$ cat config.mk
export PLATFORM = sky130hd
export DESIGN_NAME = cfrrc_reg_bank
export DESIGN_NICKNAME = d
export VERILOG_FILES = /design/src/cfrrc_pkg.sv /design/src/cfrrc_reg_bank.sv
export VERILOG_INCLUDE_DIRS = /design/src
export SDC_FILE = /design/constraint.sdc
export NUM_CORES = 2
export LEC_CHECK = 0
export BUFFER_PORTS_ARGS = -buffer_cell sky130_fd_sc_hd__buf_4
export CORE_AREA = 5 5 415 417
export DETAILED_ROUTE_END_ITERATION = 10
export DIE_AREA = 0 0 420 422
export GPL_TIMING_DRIVEN = 0
export PLACE_DENSITY_LB_ADDON = 0.1
export SKIP_LAST_GASP = 1
export SYNTH_ARGS = -nofsm -noshare
export SYNTH_HDL_FRONTEND = slang
export SYNTH_SLANG_ARGS = --single-unit
$ cat constraint.sdc
create_clock -name core_clk_i -period 3.6 [get_ports core_clk_i]
set_input_delay 0.36 -clock core_clk_i [delete_from_list [all_inputs] [get_ports core_clk_i]]
set_output_delay 0.36 -clock core_clk_i [all_outputs]
set_load 0.03 [all_outputs]
$ cat src/cfrrc_defs.svh
// register offsets, field positions, reset values for the cfr reset/config bank
`ifndef CFRRC_DEFS_SVH
`define CFRRC_DEFS_SVH
`define CFRRC_OFS_RESET 12'h000
`define CFRRC_OFS_PLL 12'h004
`define CFRRC_OFS_CLK 12'h008
`define CFRRC_OFS_IO 12'h00C
`define CFRRC_OFS_CTRL 12'h010
`define CFRRC_OFS_DECIM 12'h014
`define CFRRC_OFS_RESMASK 12'h018
`define CFRRC_OFS_DLYMASK 12'h01C
`define CFRRC_OFS_SYNCSEL 12'h020
`define CFRRC_OFS_SWTRIG 12'h024
`define CFRRC_OFS_SYNCSTAT 12'h028
`define CFRRC_OFS_INTERP 12'h02C
`define CFRRC_OFS_GAIN_I 12'h030
`define CFRRC_OFS_GAIN_Q 12'h034
`define CFRRC_OFS_OFFS_I 12'h038
`define CFRRC_OFS_OFFS_Q 12'h03C
`define CFRRC_OFS_STAGE 12'h040
`define CFRRC_OFS_STAGE_END 12'h07C
`define CFRRC_OFS_COEF 12'h100
`define CFRRC_OFS_COEF_END 12'h1A0
`define CFRRC_RST_CFG 0
`define CFRRC_RST_DP 1
`define CFRRC_RST_CPLL 2
`define CFRRC_RST_OPLL 3
`define CFRRC_IO_IN_UNS 0
`define CFRRC_IO_OUT_UNS 1
`define CFRRC_IO_OE 2
`define CFRRC_CTRL_INTERP 4
`define CFRRC_CTRL_LIMIT 5
`define CFRRC_CLK_TWO_CH 4
`define CFRRC_RESET_RST 4'hF
`define CFRRC_PLL_RST 8'h00
`define CFRRC_GAIN_RST 16'h2000
`define CFRRC_OFFS_RST 16'h0000
`define CFRRC_CNT_MAX 16'h0008
`define CFRRC_NUM_COEF 40
`define CFRRC_NUM_STAGE 4
`define CFRRC_NUM_SYNC 8
`endif

$ cat src/cfrrc_pkg.sv
// types for the cfr reset/config bank
package cfrrc_pkg;
  typedef enum logic [1:0] {
    CFRRC_SRC_OFF = 2'h0,
    CFRRC_SRC_A = 2'h1,
    CFRRC_SRC_B = 2'h2,
    CFRRC_SRC_SW = 2'h3
  } cfrrc_sync_src_t;
  typedef enum logic [1:0] {
    CFRRC_INT_BYPASS = 2'h0,
    CFRRC_INT_X2_CPLX = 2'h1,
    CFRRC_INT_X2_REAL = 2'h2,
    CFRRC_INT_X4_REAL = 2'h3
  } cfrrc_interp_t;
  typedef struct packed {
    logic [7:0] pll;
    logic [4:0] clk;
    logic [2:0] io;
    logic [5:0] ctrl;
    logic decim;
    logic [7:0] res_mask;
    logic [3:0] dly_mask;
    logic [15:0] sync_sel;
    logic [1:0] interp;
    logic [1:0][15:0] gain_sh;
    logic [1:0][15:0] offs_sh;
    logic [3:0][15:0] det;
    logic [3:0][15:0] tgt;
    logic [3:0][15:0] cnt;
    logic [39:0][15:0] coef;
    logic [39:0] coef_wr;
  } cfrrc_cfg_t;
  typedef struct packed {
    cfrrc_cfg_t cfg;
    logic [3:0] rst;
    logic [7:0] done;
    logic [1:0][15:0] gain_act;
    logic [1:0][15:0] offs_act;
    logic sw_evt;
    logic [3:0] dp_sync;
    logic [7:0] can_load;
    logic [3:0] dly_load;
    logic res_load;
    logic aw_got;
    logic w_got;
    logic [11:0] awaddr;
    logic [31:0] wdata;
    logic [3:0] wstrb;
    logic bvalid;
    logic [1:0] bresp;
    logic rvalid;
    logic [31:0] rdata;
    logic [1:0] rresp;
  } cfrrc_state_t;
endpackage

$ cat src/cfrrc_reg_bank.sv
// reset, configuration and sync control register bank of the cfr processor
`timescale 1ns/1ns
`include "cfrrc_defs.svh"

module cfrrc_reg_bank
  import cfrrc_pkg::*;
(
  // clock and reset
  input wire logic core_clk_i,
  input wire logic sys_rst_i,
  // axi4-lite write address and data
  input wire logic [11:0] s_axi_awaddr_i,
  input wire logic s_axi_awvalid_i,
  output logic s_axi_awready_o,
  input wire logic [31:0] s_axi_wdata_i,
  input wire logic [3:0] s_axi_wstrb_i,
  input wire logic s_axi_wvalid_i,
  output logic s_axi_wready_o,
  // axi4-lite write response
  output logic [1:0] s_axi_bresp_o,
  output logic s_axi_bvalid_o,
  input wire logic s_axi_bready_i,
  // axi4-lite read
  input wire logic [11:0] s_axi_araddr_i,
  input wire logic s_axi_arvalid_i,
  output logic s_axi_arready_o,
  output logic [31:0] s_axi_rdata_o,
  output logic [1:0] s_axi_rresp_o,
  output logic s_axi_rvalid_o,
  input wire logic s_axi_rready_i,
  // hardware sync inputs
  input wire logic sync_a_i,
  input wire logic sync_b_i,
  // resets to the rest of the chip
  output logic datapath_rst_o,
  output logic core_pll_rst_o,
  output logic out_pll_rst_o,
  output logic cfg_rst_o,
  // clock and io setup
  output logic [7:0] pll_ctrl_o,
  output logic [1:0] core_mult_o,
  output logic [1:0] out_mult_o,
  output logic two_channel_o,
  output logic [3:0] core_clk_per_sample_o,
  output logic in_unsigned_o,
  output logic out_unsigned_o,
  output logic out_pins_oe_o,
  // processing control
  output logic [3:0] stage_enable_o,
  output logic [3:0] stage_bypass_o,
  output logic interp_enable_o,
  output logic limiter_enable_o,
  output logic decim_by2_o,
  output cfrrc_interp_t interp_mode_o,
  // sync results
  output logic [3:0] dp_sync_o,
  output logic [7:0] canceler_load_o,
  output logic [3:0] delay_load_o,
  output logic resource_load_o,
  output logic datapath_ready_o,
  output logic ancillary_ready_o,
  // stage settings, output gain and offset, interpolator coefficients
  output logic [63:0] stage_detect_threshold_sq_o,
  output logic [63:0] stage_target_level_sq_o,
  output logic [63:0] stage_canceler_count_o,
  output logic [31:0] out_gain_o,
  output logic [31:0] out_offset_o,
  output logic [639:0] interp_coef_o
);

  // ************************************************************
  // state and helpers
  // ************************************************************
  cfrrc_state_t s_ff;
  cfrrc_state_t nxt_s;
  logic [7:0] fire;
  logic [31:0] rd;
  logic rd_ok;

  function automatic cfrrc_cfg_t cfg_init();
    cfrrc_cfg_t c;
    c = '0;
    c.pll = `CFRRC_PLL_RST;
    c.gain_sh = {2{`CFRRC_GAIN_RST}};
    c.offs_sh = {2{`CFRRC_OFFS_RST}};
    return c;
  endfunction

  function automatic logic [31:0] merge(
    input logic [31:0] old,
    input logic [31:0] dat,
    input logic [3:0] st
  );
    logic [31:0] r;
    r = old;
    for (int b = 0; b < 4; b++)
    begin
      if (st[b])
      begin
        r[8*b +: 8] = dat[8*b +: 8];
      end
    end
    return r;
  endfunction

  // ************************************************************
  // sync event routing: each function has its own source select
  // ************************************************************
  always_comb
  begin
    for (int f = 0; f < `CFRRC_NUM_SYNC; f++)
    begin
      case (cfrrc_sync_src_t'(s_ff.cfg.sync_sel[2*f +: 2]))
        CFRRC_SRC_A: fire[f] = sync_a_i;
        CFRRC_SRC_B: fire[f] = sync_b_i;
        // datapath functions take no software event
        CFRRC_SRC_SW: fire[f] = (f >= 4) && s_ff.sw_evt;
        default: fire[f] = 1'b0;
      endcase
    end
  end

  // ************************************************************
  // read decode
  // ************************************************************
  always_comb
  begin
    logic [11:0] a;
    logic [11:0] off;
    a = {s_axi_araddr_i[11:2], 2'b00};
    off = 12'h000;
    rd = 32'h0000_0000;
    rd_ok = 1'b1;
    case (a)
      `CFRRC_OFS_RESET: rd[3:0] = s_ff.rst;
      `CFRRC_OFS_PLL: rd[7:0] = s_ff.cfg.pll;
      `CFRRC_OFS_CLK: rd[4:0] = s_ff.cfg.clk;
      `CFRRC_OFS_IO: rd[2:0] = s_ff.cfg.io;
      `CFRRC_OFS_CTRL: rd[5:0] = s_ff.cfg.ctrl;
      `CFRRC_OFS_DECIM: rd[0] = s_ff.cfg.decim;
      `CFRRC_OFS_RESMASK: rd[7:0] = s_ff.cfg.res_mask;
      `CFRRC_OFS_DLYMASK: rd[3:0] = s_ff.cfg.dly_mask;
      `CFRRC_OFS_SYNCSEL: rd[15:0] = s_ff.cfg.sync_sel;
      `CFRRC_OFS_SWTRIG: rd = 32'h0000_0000;
      `CFRRC_OFS_SYNCSTAT: rd[10:0] = {&s_ff.cfg.coef_wr,
        &s_ff.done[7:4], &s_ff.done[3:0], s_ff.done};
      `CFRRC_OFS_INTERP: rd[1:0] = s_ff.cfg.interp;
      `CFRRC_OFS_GAIN_I: rd[15:0] = s_ff.cfg.gain_sh[0];
      `CFRRC_OFS_GAIN_Q: rd[15:0] = s_ff.cfg.gain_sh[1];
      `CFRRC_OFS_OFFS_I: rd[15:0] = s_ff.cfg.offs_sh[0];
      `CFRRC_OFS_OFFS_Q: rd[15:0] = s_ff.cfg.offs_sh[1];
      default:
      begin
        if (a >= `CFRRC_OFS_STAGE && a < `CFRRC_OFS_STAGE_END)
        begin
          off = a - `CFRRC_OFS_STAGE;
          case (off[3:2])
            2'h0: rd[15:0] = s_ff.cfg.det[off[5:4]];
            2'h1: rd[15:0] = s_ff.cfg.tgt[off[5:4]];
            2'h2: rd[15:0] = s_ff.cfg.cnt[off[5:4]];
            default: rd_ok = 1'b0;
          endcase
        end
        else if (a >= `CFRRC_OFS_COEF && a < `CFRRC_OFS_COEF_END)
        begin
          off = a - `CFRRC_OFS_COEF;
          rd[15:0] = s_ff.cfg.coef[off[7:2]];
        end
        else
        begin
          rd_ok = 1'b0;
        end
      end
    endcase
  end

  // ************************************************************
  // next state
  // ************************************************************
  always_comb
  begin
    logic [31:0] v;
    logic [11:0] off;
    logic ok;
    v = 32'h0000_0000;
    off = 12'h000;
    ok = 1'b1;
    nxt_s = s_ff;
    nxt_s.sw_evt = 1'b0;
    // write channels, taken in either order
    if (s_axi_awvalid_i && !s_ff.aw_got && !s_ff.bvalid)
    begin
      nxt_s.aw_got = 1'b1;
      nxt_s.awaddr = {s_axi_awaddr_i[11:2], 2'b00};
    end
    if (s_axi_wvalid_i && !s_ff.w_got && !s_ff.bvalid)
    begin
      nxt_s.w_got = 1'b1;
      nxt_s.wdata = s_axi_wdata_i;
      nxt_s.wstrb = s_axi_wstrb_i;
    end
    if (s_ff.aw_got && s_ff.w_got && !s_ff.bvalid)
    begin
      v = merge(32'h0000_0000, s_ff.wdata, s_ff.wstrb);
      if (s_ff.awaddr == `CFRRC_OFS_RESET)
      begin
        // reset bits stay writable so the host can leave config reset
        nxt_s.rst = 4'(merge({28'h0, s_ff.rst}, s_ff.wdata, s_ff.wstrb));
      end
      else if (!s_ff.rst[`CFRRC_RST_CFG])
      begin
        case (s_ff.awaddr)
          `CFRRC_OFS_PLL: nxt_s.cfg.pll = 8'(merge({24'h0, s_ff.cfg.pll},
            s_ff.wdata, s_ff.wstrb));
          `CFRRC_OFS_CLK: nxt_s.cfg.clk = 5'(merge({27'h0, s_ff.cfg.clk},
            s_ff.wdata, s_ff.wstrb));
          `CFRRC_OFS_IO: nxt_s.cfg.io = 3'(merge({29'h0, s_ff.cfg.io},
            s_ff.wdata, s_ff.wstrb));
          `CFRRC_OFS_CTRL: nxt_s.cfg.ctrl = 6'(merge({26'h0, s_ff.cfg.ctrl},
            s_ff.wdata, s_ff.wstrb));
          `CFRRC_OFS_DECIM: nxt_s.cfg.decim = s_ff.wstrb[0] ?
            s_ff.wdata[0] : s_ff.cfg.decim;
          `CFRRC_OFS_RESMASK: nxt_s.cfg.res_mask = s_ff.wstrb[0] ?
            s_ff.wdata[7:0] : s_ff.cfg.res_mask;
          `CFRRC_OFS_DLYMASK: nxt_s.cfg.dly_mask = s_ff.wstrb[0] ?
            s_ff.wdata[3:0] : s_ff.cfg.dly_mask;
          `CFRRC_OFS_SYNCSEL: nxt_s.cfg.sync_sel = 16'(merge(
            {16'h0, s_ff.cfg.sync_sel}, s_ff.wdata, s_ff.wstrb));
          `CFRRC_OFS_SWTRIG: nxt_s.sw_evt = v[0];
          `CFRRC_OFS_SYNCSTAT: nxt_s.sw_evt = 1'b0;
          `CFRRC_OFS_INTERP: nxt_s.cfg.interp = s_ff.wstrb[0] ?
            s_ff.wdata[1:0] : s_ff.cfg.interp;
          `CFRRC_OFS_GAIN_I: nxt_s.cfg.gain_sh[0] = 16'(merge(
            {16'h0, s_ff.cfg.gain_sh[0]}, s_ff.wdata, s_ff.wstrb));
          `CFRRC_OFS_GAIN_Q: nxt_s.cfg.gain_sh[1] = 16'(merge(
            {16'h0, s_ff.cfg.gain_sh[1]}, s_ff.wdata, s_ff.wstrb));
          `CFRRC_OFS_OFFS_I: nxt_s.cfg.offs_sh[0] = 16'(merge(
            {16'h0, s_ff.cfg.offs_sh[0]}, s_ff.wdata, s_ff.wstrb));
          `CFRRC_OFS_OFFS_Q: nxt_s.cfg.offs_sh[1] = 16'(merge(
            {16'h0, s_ff.cfg.offs_sh[1]}, s_ff.wdata, s_ff.wstrb));
          default:
          begin
            if (s_ff.awaddr >= `CFRRC_OFS_STAGE &&
                s_ff.awaddr < `CFRRC_OFS_STAGE_END)
            begin
              off = s_ff.awaddr - `CFRRC_OFS_STAGE;
              case (off[3:2])
                2'h0: nxt_s.cfg.det[off[5:4]] = 16'(merge(
                  {16'h0, s_ff.cfg.det[off[5:4]]},
                  s_ff.wdata, s_ff.wstrb));
                2'h1: nxt_s.cfg.tgt[off[5:4]] = 16'(merge(
                  {16'h0, s_ff.cfg.tgt[off[5:4]]},
                  s_ff.wdata, s_ff.wstrb));
                2'h2:
                begin
                  v = merge({16'h0, s_ff.cfg.cnt[off[5:4]]},
                    s_ff.wdata, s_ff.wstrb);
                  // counts above eight saturate
                  nxt_s.cfg.cnt[off[5:4]] = (v[15:0] > `CFRRC_CNT_MAX) ?
                    `CFRRC_CNT_MAX : v[15:0];
                end
                default: ok = 1'b0;
              endcase
            end
            else if (s_ff.awaddr >= `CFRRC_OFS_COEF &&
                     s_ff.awaddr < `CFRRC_OFS_COEF_END)
            begin
              off = s_ff.awaddr - `CFRRC_OFS_COEF;
              nxt_s.cfg.coef[off[7:2]] = 16'(merge(
                {16'h0, s_ff.cfg.coef[off[7:2]]},
                s_ff.wdata, s_ff.wstrb));
              nxt_s.cfg.coef_wr[off[7:2]] = 1'b1;
            end
            else
            begin
              ok = 1'b0;
            end
          end
        endcase
      end
      nxt_s.aw_got = 1'b0;
      nxt_s.w_got = 1'b0;
      nxt_s.bvalid = 1'b1;
      nxt_s.bresp = ok ? 2'h0 : 2'h2;
    end
    if (s_ff.bvalid && s_axi_bready_i)
    begin
      nxt_s.bvalid = 1'b0;
    end
    // read channel: one read outstanding at a time
    if (s_axi_arvalid_i && !s_ff.rvalid)
    begin
      nxt_s.rvalid = 1'b1;
      nxt_s.rdata = rd;
      nxt_s.rresp = rd_ok ? 2'h0 : 2'h2;
    end
    if (s_ff.rvalid && s_axi_rready_i)
    begin
      nxt_s.rvalid = 1'b0;
    end
    // sync events: one-cycle pulses registered for the datapath
    nxt_s.dp_sync = fire[3:0];
    nxt_s.dly_load = fire[4] ? s_ff.cfg.dly_mask : 4'h0;
    nxt_s.can_load = fire[5] ? s_ff.cfg.res_mask : 8'h00;
    nxt_s.res_load = fire[6];
    if (fire[7])
    begin
      // gains reach the output only at their sync
      nxt_s.gain_act = s_ff.cfg.gain_sh;
      nxt_s.offs_act = s_ff.cfg.offs_sh;
    end
    // datapath reset forgets syncs, but a same-cycle event still lands
    if (s_ff.rst[`CFRRC_RST_DP])
    begin
      nxt_s.done = 8'h00;
    end
    nxt_s.done = nxt_s.done | fire;
    // registers sit at reset values while config reset is held
    if (nxt_s.rst[`CFRRC_RST_CFG])
    begin
      nxt_s.cfg = cfg_init();
    end
    if (sys_rst_i)
    begin
      nxt_s = '0;
      nxt_s.cfg = cfg_init();
      nxt_s.rst = `CFRRC_RESET_RST;
      nxt_s.gain_act = {2{`CFRRC_GAIN_RST}};
      nxt_s.offs_act = {2{`CFRRC_OFFS_RST}};
    end
  end

  always_ff @(posedge core_clk_i)
  begin
    s_ff <= nxt_s;
  end

  // ************************************************************
  // outputs
  // ************************************************************
  assign s_axi_awready_o = !s_ff.aw_got && !s_ff.bvalid;
  assign s_axi_wready_o = !s_ff.w_got && !s_ff.bvalid;
  assign s_axi_bvalid_o = s_ff.bvalid;
  assign s_axi_bresp_o = s_ff.bresp;
  assign s_axi_arready_o = !s_ff.rvalid;
  assign s_axi_rvalid_o = s_ff.rvalid;
  assign s_axi_rdata_o = s_ff.rdata;
  assign s_axi_rresp_o = s_ff.rresp;

  assign cfg_rst_o = s_ff.rst[`CFRRC_RST_CFG];
  assign datapath_rst_o = s_ff.rst[`CFRRC_RST_DP];
  assign core_pll_rst_o = s_ff.rst[`CFRRC_RST_CPLL];
  assign out_pll_rst_o = s_ff.rst[`CFRRC_RST_OPLL];

  assign pll_ctrl_o = s_ff.cfg.pll;
  assign core_mult_o = s_ff.cfg.clk[1:0];
  assign out_mult_o = s_ff.cfg.clk[3:2];
  assign two_channel_o = s_ff.cfg.clk[`CFRRC_CLK_TWO_CH];
  // core clocks per complex sample: four, or eight with two channels
  assign core_clk_per_sample_o = two_channel_o ? 4'h8 : 4'h4;
  assign in_unsigned_o = s_ff.cfg.io[`CFRRC_IO_IN_UNS];
  assign out_unsigned_o = s_ff.cfg.io[`CFRRC_IO_OUT_UNS];
  // enable bit resets low, so pins float through hardware reset
  assign out_pins_oe_o = s_ff.cfg.io[`CFRRC_IO_OE];

  assign stage_enable_o = s_ff.cfg.ctrl[3:0];
  assign stage_bypass_o = ~s_ff.cfg.ctrl[3:0];
  assign interp_enable_o = s_ff.cfg.ctrl[`CFRRC_CTRL_INTERP];
  assign limiter_enable_o = s_ff.cfg.ctrl[`CFRRC_CTRL_LIMIT];
  assign decim_by2_o = s_ff.cfg.decim;
  assign interp_mode_o = cfrrc_interp_t'(s_ff.cfg.interp);

  assign dp_sync_o = s_ff.dp_sync;
  assign canceler_load_o = s_ff.can_load;
  assign delay_load_o = s_ff.dly_load;
  assign resource_load_o = s_ff.res_load;
  assign datapath_ready_o = &s_ff.done[3:0];
  assign ancillary_ready_o = &s_ff.done[7:4];

  assign stage_detect_threshold_sq_o = s_ff.cfg.det;
  assign stage_target_level_sq_o = s_ff.cfg.tgt;
  assign stage_canceler_count_o = s_ff.cfg.cnt;
  assign out_gain_o = s_ff.gain_act;
  assign out_offset_o = s_ff.offs_act;
  assign interp_coef_o = s_ff.cfg.coef;

endmodule // cfrrc_reg_bank

==> summary.log <==
[critical_path] depth of the worst register-to-register path 7
[floorplanning] row count 151
[critical_path] slack of the worst reg-to-reg path -0.15 ns
[timing] achievable clock frequency 0.257 GHz
[timing] post-layout min period 3.89 ns
[timing] number of setup violations in the final report 104
[run_status] failing checks capacitance limit, slew limit, setup timing
[synth] combined area of all synthesized cells 0.0593 mm²
[floorplanning] floorplan die area 0.177 mm²
[clock_network] TritonCTS clock tree done
[grt] via count of the first global-routing pass 54.5k
[run_status] outcome complete, but fails checks
[timing] Max-slew headroom -2.95%
[synth] Mapped Avg Cell Area 9.57 µm²
[finish] Finished Core Util 45.1%
[floorplanning] x dimension of the die 420 µm
[clock_network] clock root buffer clkbuf_16
[clock_network] H-tree Lvls 4
[placement] number of port buffers 1016
[timing] number of max-slew violations in the final report 9
[critical_path] Crit Path Class in2reg
[grt] total global-route track usage 39.4%
[critical_path] element type at the critical path end flop
[finish] share of post-route cells with drive strength above 1 41.4%
[clock_network] worst skew pair latency 0.79 ns
[synth] post-synth cell types 93
[clock_network] CTS sink count 1133
[floorplanning] Chip Height 422 µm
[finish] final-layout fill cell count 16.6k
[grt] maximum number of pins on one net before global-route repair 17
[grt] number of antenna violations at the first check in global routing 23
[job] max-capacitance violation count 2
[power] IR drop worst, VDD 0.464 mV
[floorplanning] top-level I/O count 1062
[timing] unrepaired setup endpoints after global routing yes
[timing] Worst-Margin Slew 1.54 ns
[drt] Routed Antenna Nets 0
[grt] Overflow after GRT 0
[timing] maximum clock skew at final layout 0.0252 ns
[synth] sequential share of the synthesized area 38.2%
[critical_path] required time at the endpoint of the critical path 4.22 ns
[drt] post-detailed-route wirelength per cell 37.2 µm
[placement] routability congestion estimate 1.02
[worst_hold_path] type of the worst min-delay path in2reg
[clock_network] clock transition time at the flip-flop clock pins of the worst setup and hold paths 0.06 ns
[critical_path] CP Launch Type input port
[power] power per cell area 385 mW/mm²
[synth] Yosys reg bits 1133
[clock_network] deepest clock path buffer count 3
[timing] Worst Slack Setup Final -0.286 ns
[placement] Final HPWL DP 288000 µm
[synth] number of synthesized flops with an enable pin 0
[floorplanning] initial core utilization 35.3%
[critical_path] Crit Reg-Reg Startpoint s_ff[85]
[placement] Placed Cells 9462
[finish] area of all placed cells without fillers 0.0760 mm²
[drt] first drt pass iteration count 5
[synth] Yosys Warn Count 0
[timing] share of the clock period used by the worst path 108%
[finish] area taken by multi-input logic gates 0.0276 mm²
[critical_path] endpoint arrival time on the critical path 4.51 ns
[finish] area grow syn2layout 28.0%
[critical_path] end of the worst register-to-register path stage_detect_threshold_sq_o[28]
[drt] First DRT Iteration DRCs 7669
[power] Static Leakage 31.2 nW
[placement] Post-DP Area 0.0700 mm²
[clock_network] cts bufs inserted 136
[timing] Hold Violations, Final 0
[finish] net total in the final layout 7515
[critical_path] largest fanout on the critical path 11
[critical_path] Worst setup endpoint s_axi_rdata_o[14]
[synth] FFs w/ async S/R, synth 0%
[drt] via count 57.3k
[synth] number of standard cells after synthesis 6198
[finish] number of standard cells in the layout, taps in and fillers out 9766
[floorplanning] placeable core area 0.168 mm²
[synth] Synth Flop Type dfxtp_1
[critical_path] Worst setup startpoint s_axi_araddr_i[5]
[drt] DR DRC count 0
[finish] sequential cell area 0.0227 mm²
[drt] DR vias/cell 5.87
[grt] wire length of the first global-routing pass 478000 µm
[drt] Total Routed Length 364000 µm
Yosys cell counts, drive strengths merged, types with 9 or more instances:
master,count,area share (%)
clkbuf,243,1.5
a21oi,233,2.6
o211ai,16,0.20
a22o,143,2.1
nor4,23,0.28
o21a,12,0.15
nand3,304,2.6
o31ai,15,0.19
or3,20,0.21
and2,27,0.28
and3,65,0.69
a221oi,18,0.28
mux2,22,0.42
inv,23,0.16
mux4,390,15
dfxtp,1133,38
mux2i,249,4.2
nand2,838,5.3
o21ai,656,5.6
o22ai,31,0.33
a22oi,49,0.62
nor3,43,0.42
buf,1192,14
nor2,229,1.6
a211oi,15,0.19
nand2b,42,0.44
a31oi,9,0.095
nand4,14,0.15
o22a,9,0.13
nor2b,24,0.25
metal layers:
| metal | GRT usage (%) | wire length, µm | share of wire [%] |
|---|---|---|---|
| met5 | 0 | 69 | 0.019 |
| met4 | 30.9 | 36200 | 10 |
| met3 | 10.1 | 35000 | 9.6 |
| met2 | 61.1 | 161000 | 44 |
| met1 | 46.4 | 131000 | 36 |
layout make-up:
class / count / share of cell area, %
well taps: 2218 / 3.65
inverters: 23 / 0.123
flip-flops and latches: 1133 / 29.8
plain buffers: 1431 / 13.0
diodes: 10 / 0.0329
clock inverters: 33 / 0.423
multi-input cells: 3626 / 36.3
repair buffers: 1087 / 11.1
clock buffers: 205 / 5.48
metrics by stage:
step           total power (W)  hold slack, ns  TNS (ns)  worst slack (ns)
2_1_floorplan           0.0139           0.425         0             0.809
3_3_place_gp            0.0151           0.443   -708.52             -3.51
3_5_place_dp            0.0151           0.445   -675.14             -2.10
4_1_cts                 0.0291          0.0604    -0.925           -0.0666
5_1_grt                 0.0297           0.117     -6.58            -0.199
6_report                0.0293          0.0903     -6.51            -0.286
sequential cells by signal (all words and copies together) (netlist names), 2 cells and up:
register	flops
interp_mode_o	2
core_mult_o	2
stage_target_level_sq_o	64
out_gain_o	32
s_axi_rdata_o	16
s_ff	171
canceler_load_o	8
stage_detect_threshold_sq_o	64
pll_ctrl_o	8
out_offset_o	32
out_mult_o	2
delay_load_o	4
stage_canceler_count_o	64
stage_enable_o	4
dp_sync_o	4
interp_coef_o	640
placed cells by master (no fill, tap or decap), types with 161 or more instances in the layout:
cell type / instances
dfxtp_1: 1133
nand3_1: 291
mux4_2: 390
nand2_1: 828
o21ai_0: 557
mux2i_1: 245
buf_4: 2061
a21oi_1: 184
nor2_1: 207
clkbuf_1: 161
power by group:
part	switching, W	internal, W	total, W	leakage [nW]
Combinational	0.00182	0.000637	0.00245	19.8
Sequential	0.0000424	0.0126	0.0126	9.13
Clock	0.00596	0.00826	0.0142	2.22
Total	0.00782	0.0215	0.0293	31.2
cells by family after synthesis:
| group | synth area share (%) |
|---|---|
| flops | 38.2 |
| simple gates | 12.7 |
| compound gates | 13.5 |
| other cells | 0.00632 |
| buf+inv | 16.1 |
| mux | 19.4 |
| fa+ha+maj | 0.169 |
critical path, cell delays in order:
cell	delay (ns)
buf_4	0.18
clkbuf_2	0.59
inv_2	0.78
buf_2	0.79
clkbuf_2	0.75
mux2i_1	0.28
o221ai_1	0.13
nor2_1	0.44
o21ai_0	0.13
worst min-delay path by stage:
stage	start	end	slack [ns]	cells past startpoint
2_1_floorplan	s_ff[186]	s_ff[186]	0.43	2
3_3_place_gp	out_offset_o[18]	out_offset_o[18]	0.44	2
3_5_place_dp	out_gain_o[17]	out_gain_o[17]	0.45	2
4_1_cts	sync_a_i	dp_sync_o[2]	0.06	3
5_1_grt	sync_a_i	dp_sync_o[0]	0.12	3
6_report	sync_a_i	dp_sync_o[3]	0.09	3
timing repair:
action                     in CTS  in global routing
hold endpoints to repair       30                  0
pin swaps                      14                  2
setup buffers                  26                  3
gates resized for setup       236                 99
setup endpoints to repair     882                678
hold buffers                   31                  0
cloned                          0                  0
Power figures use the tool's default switching activity.
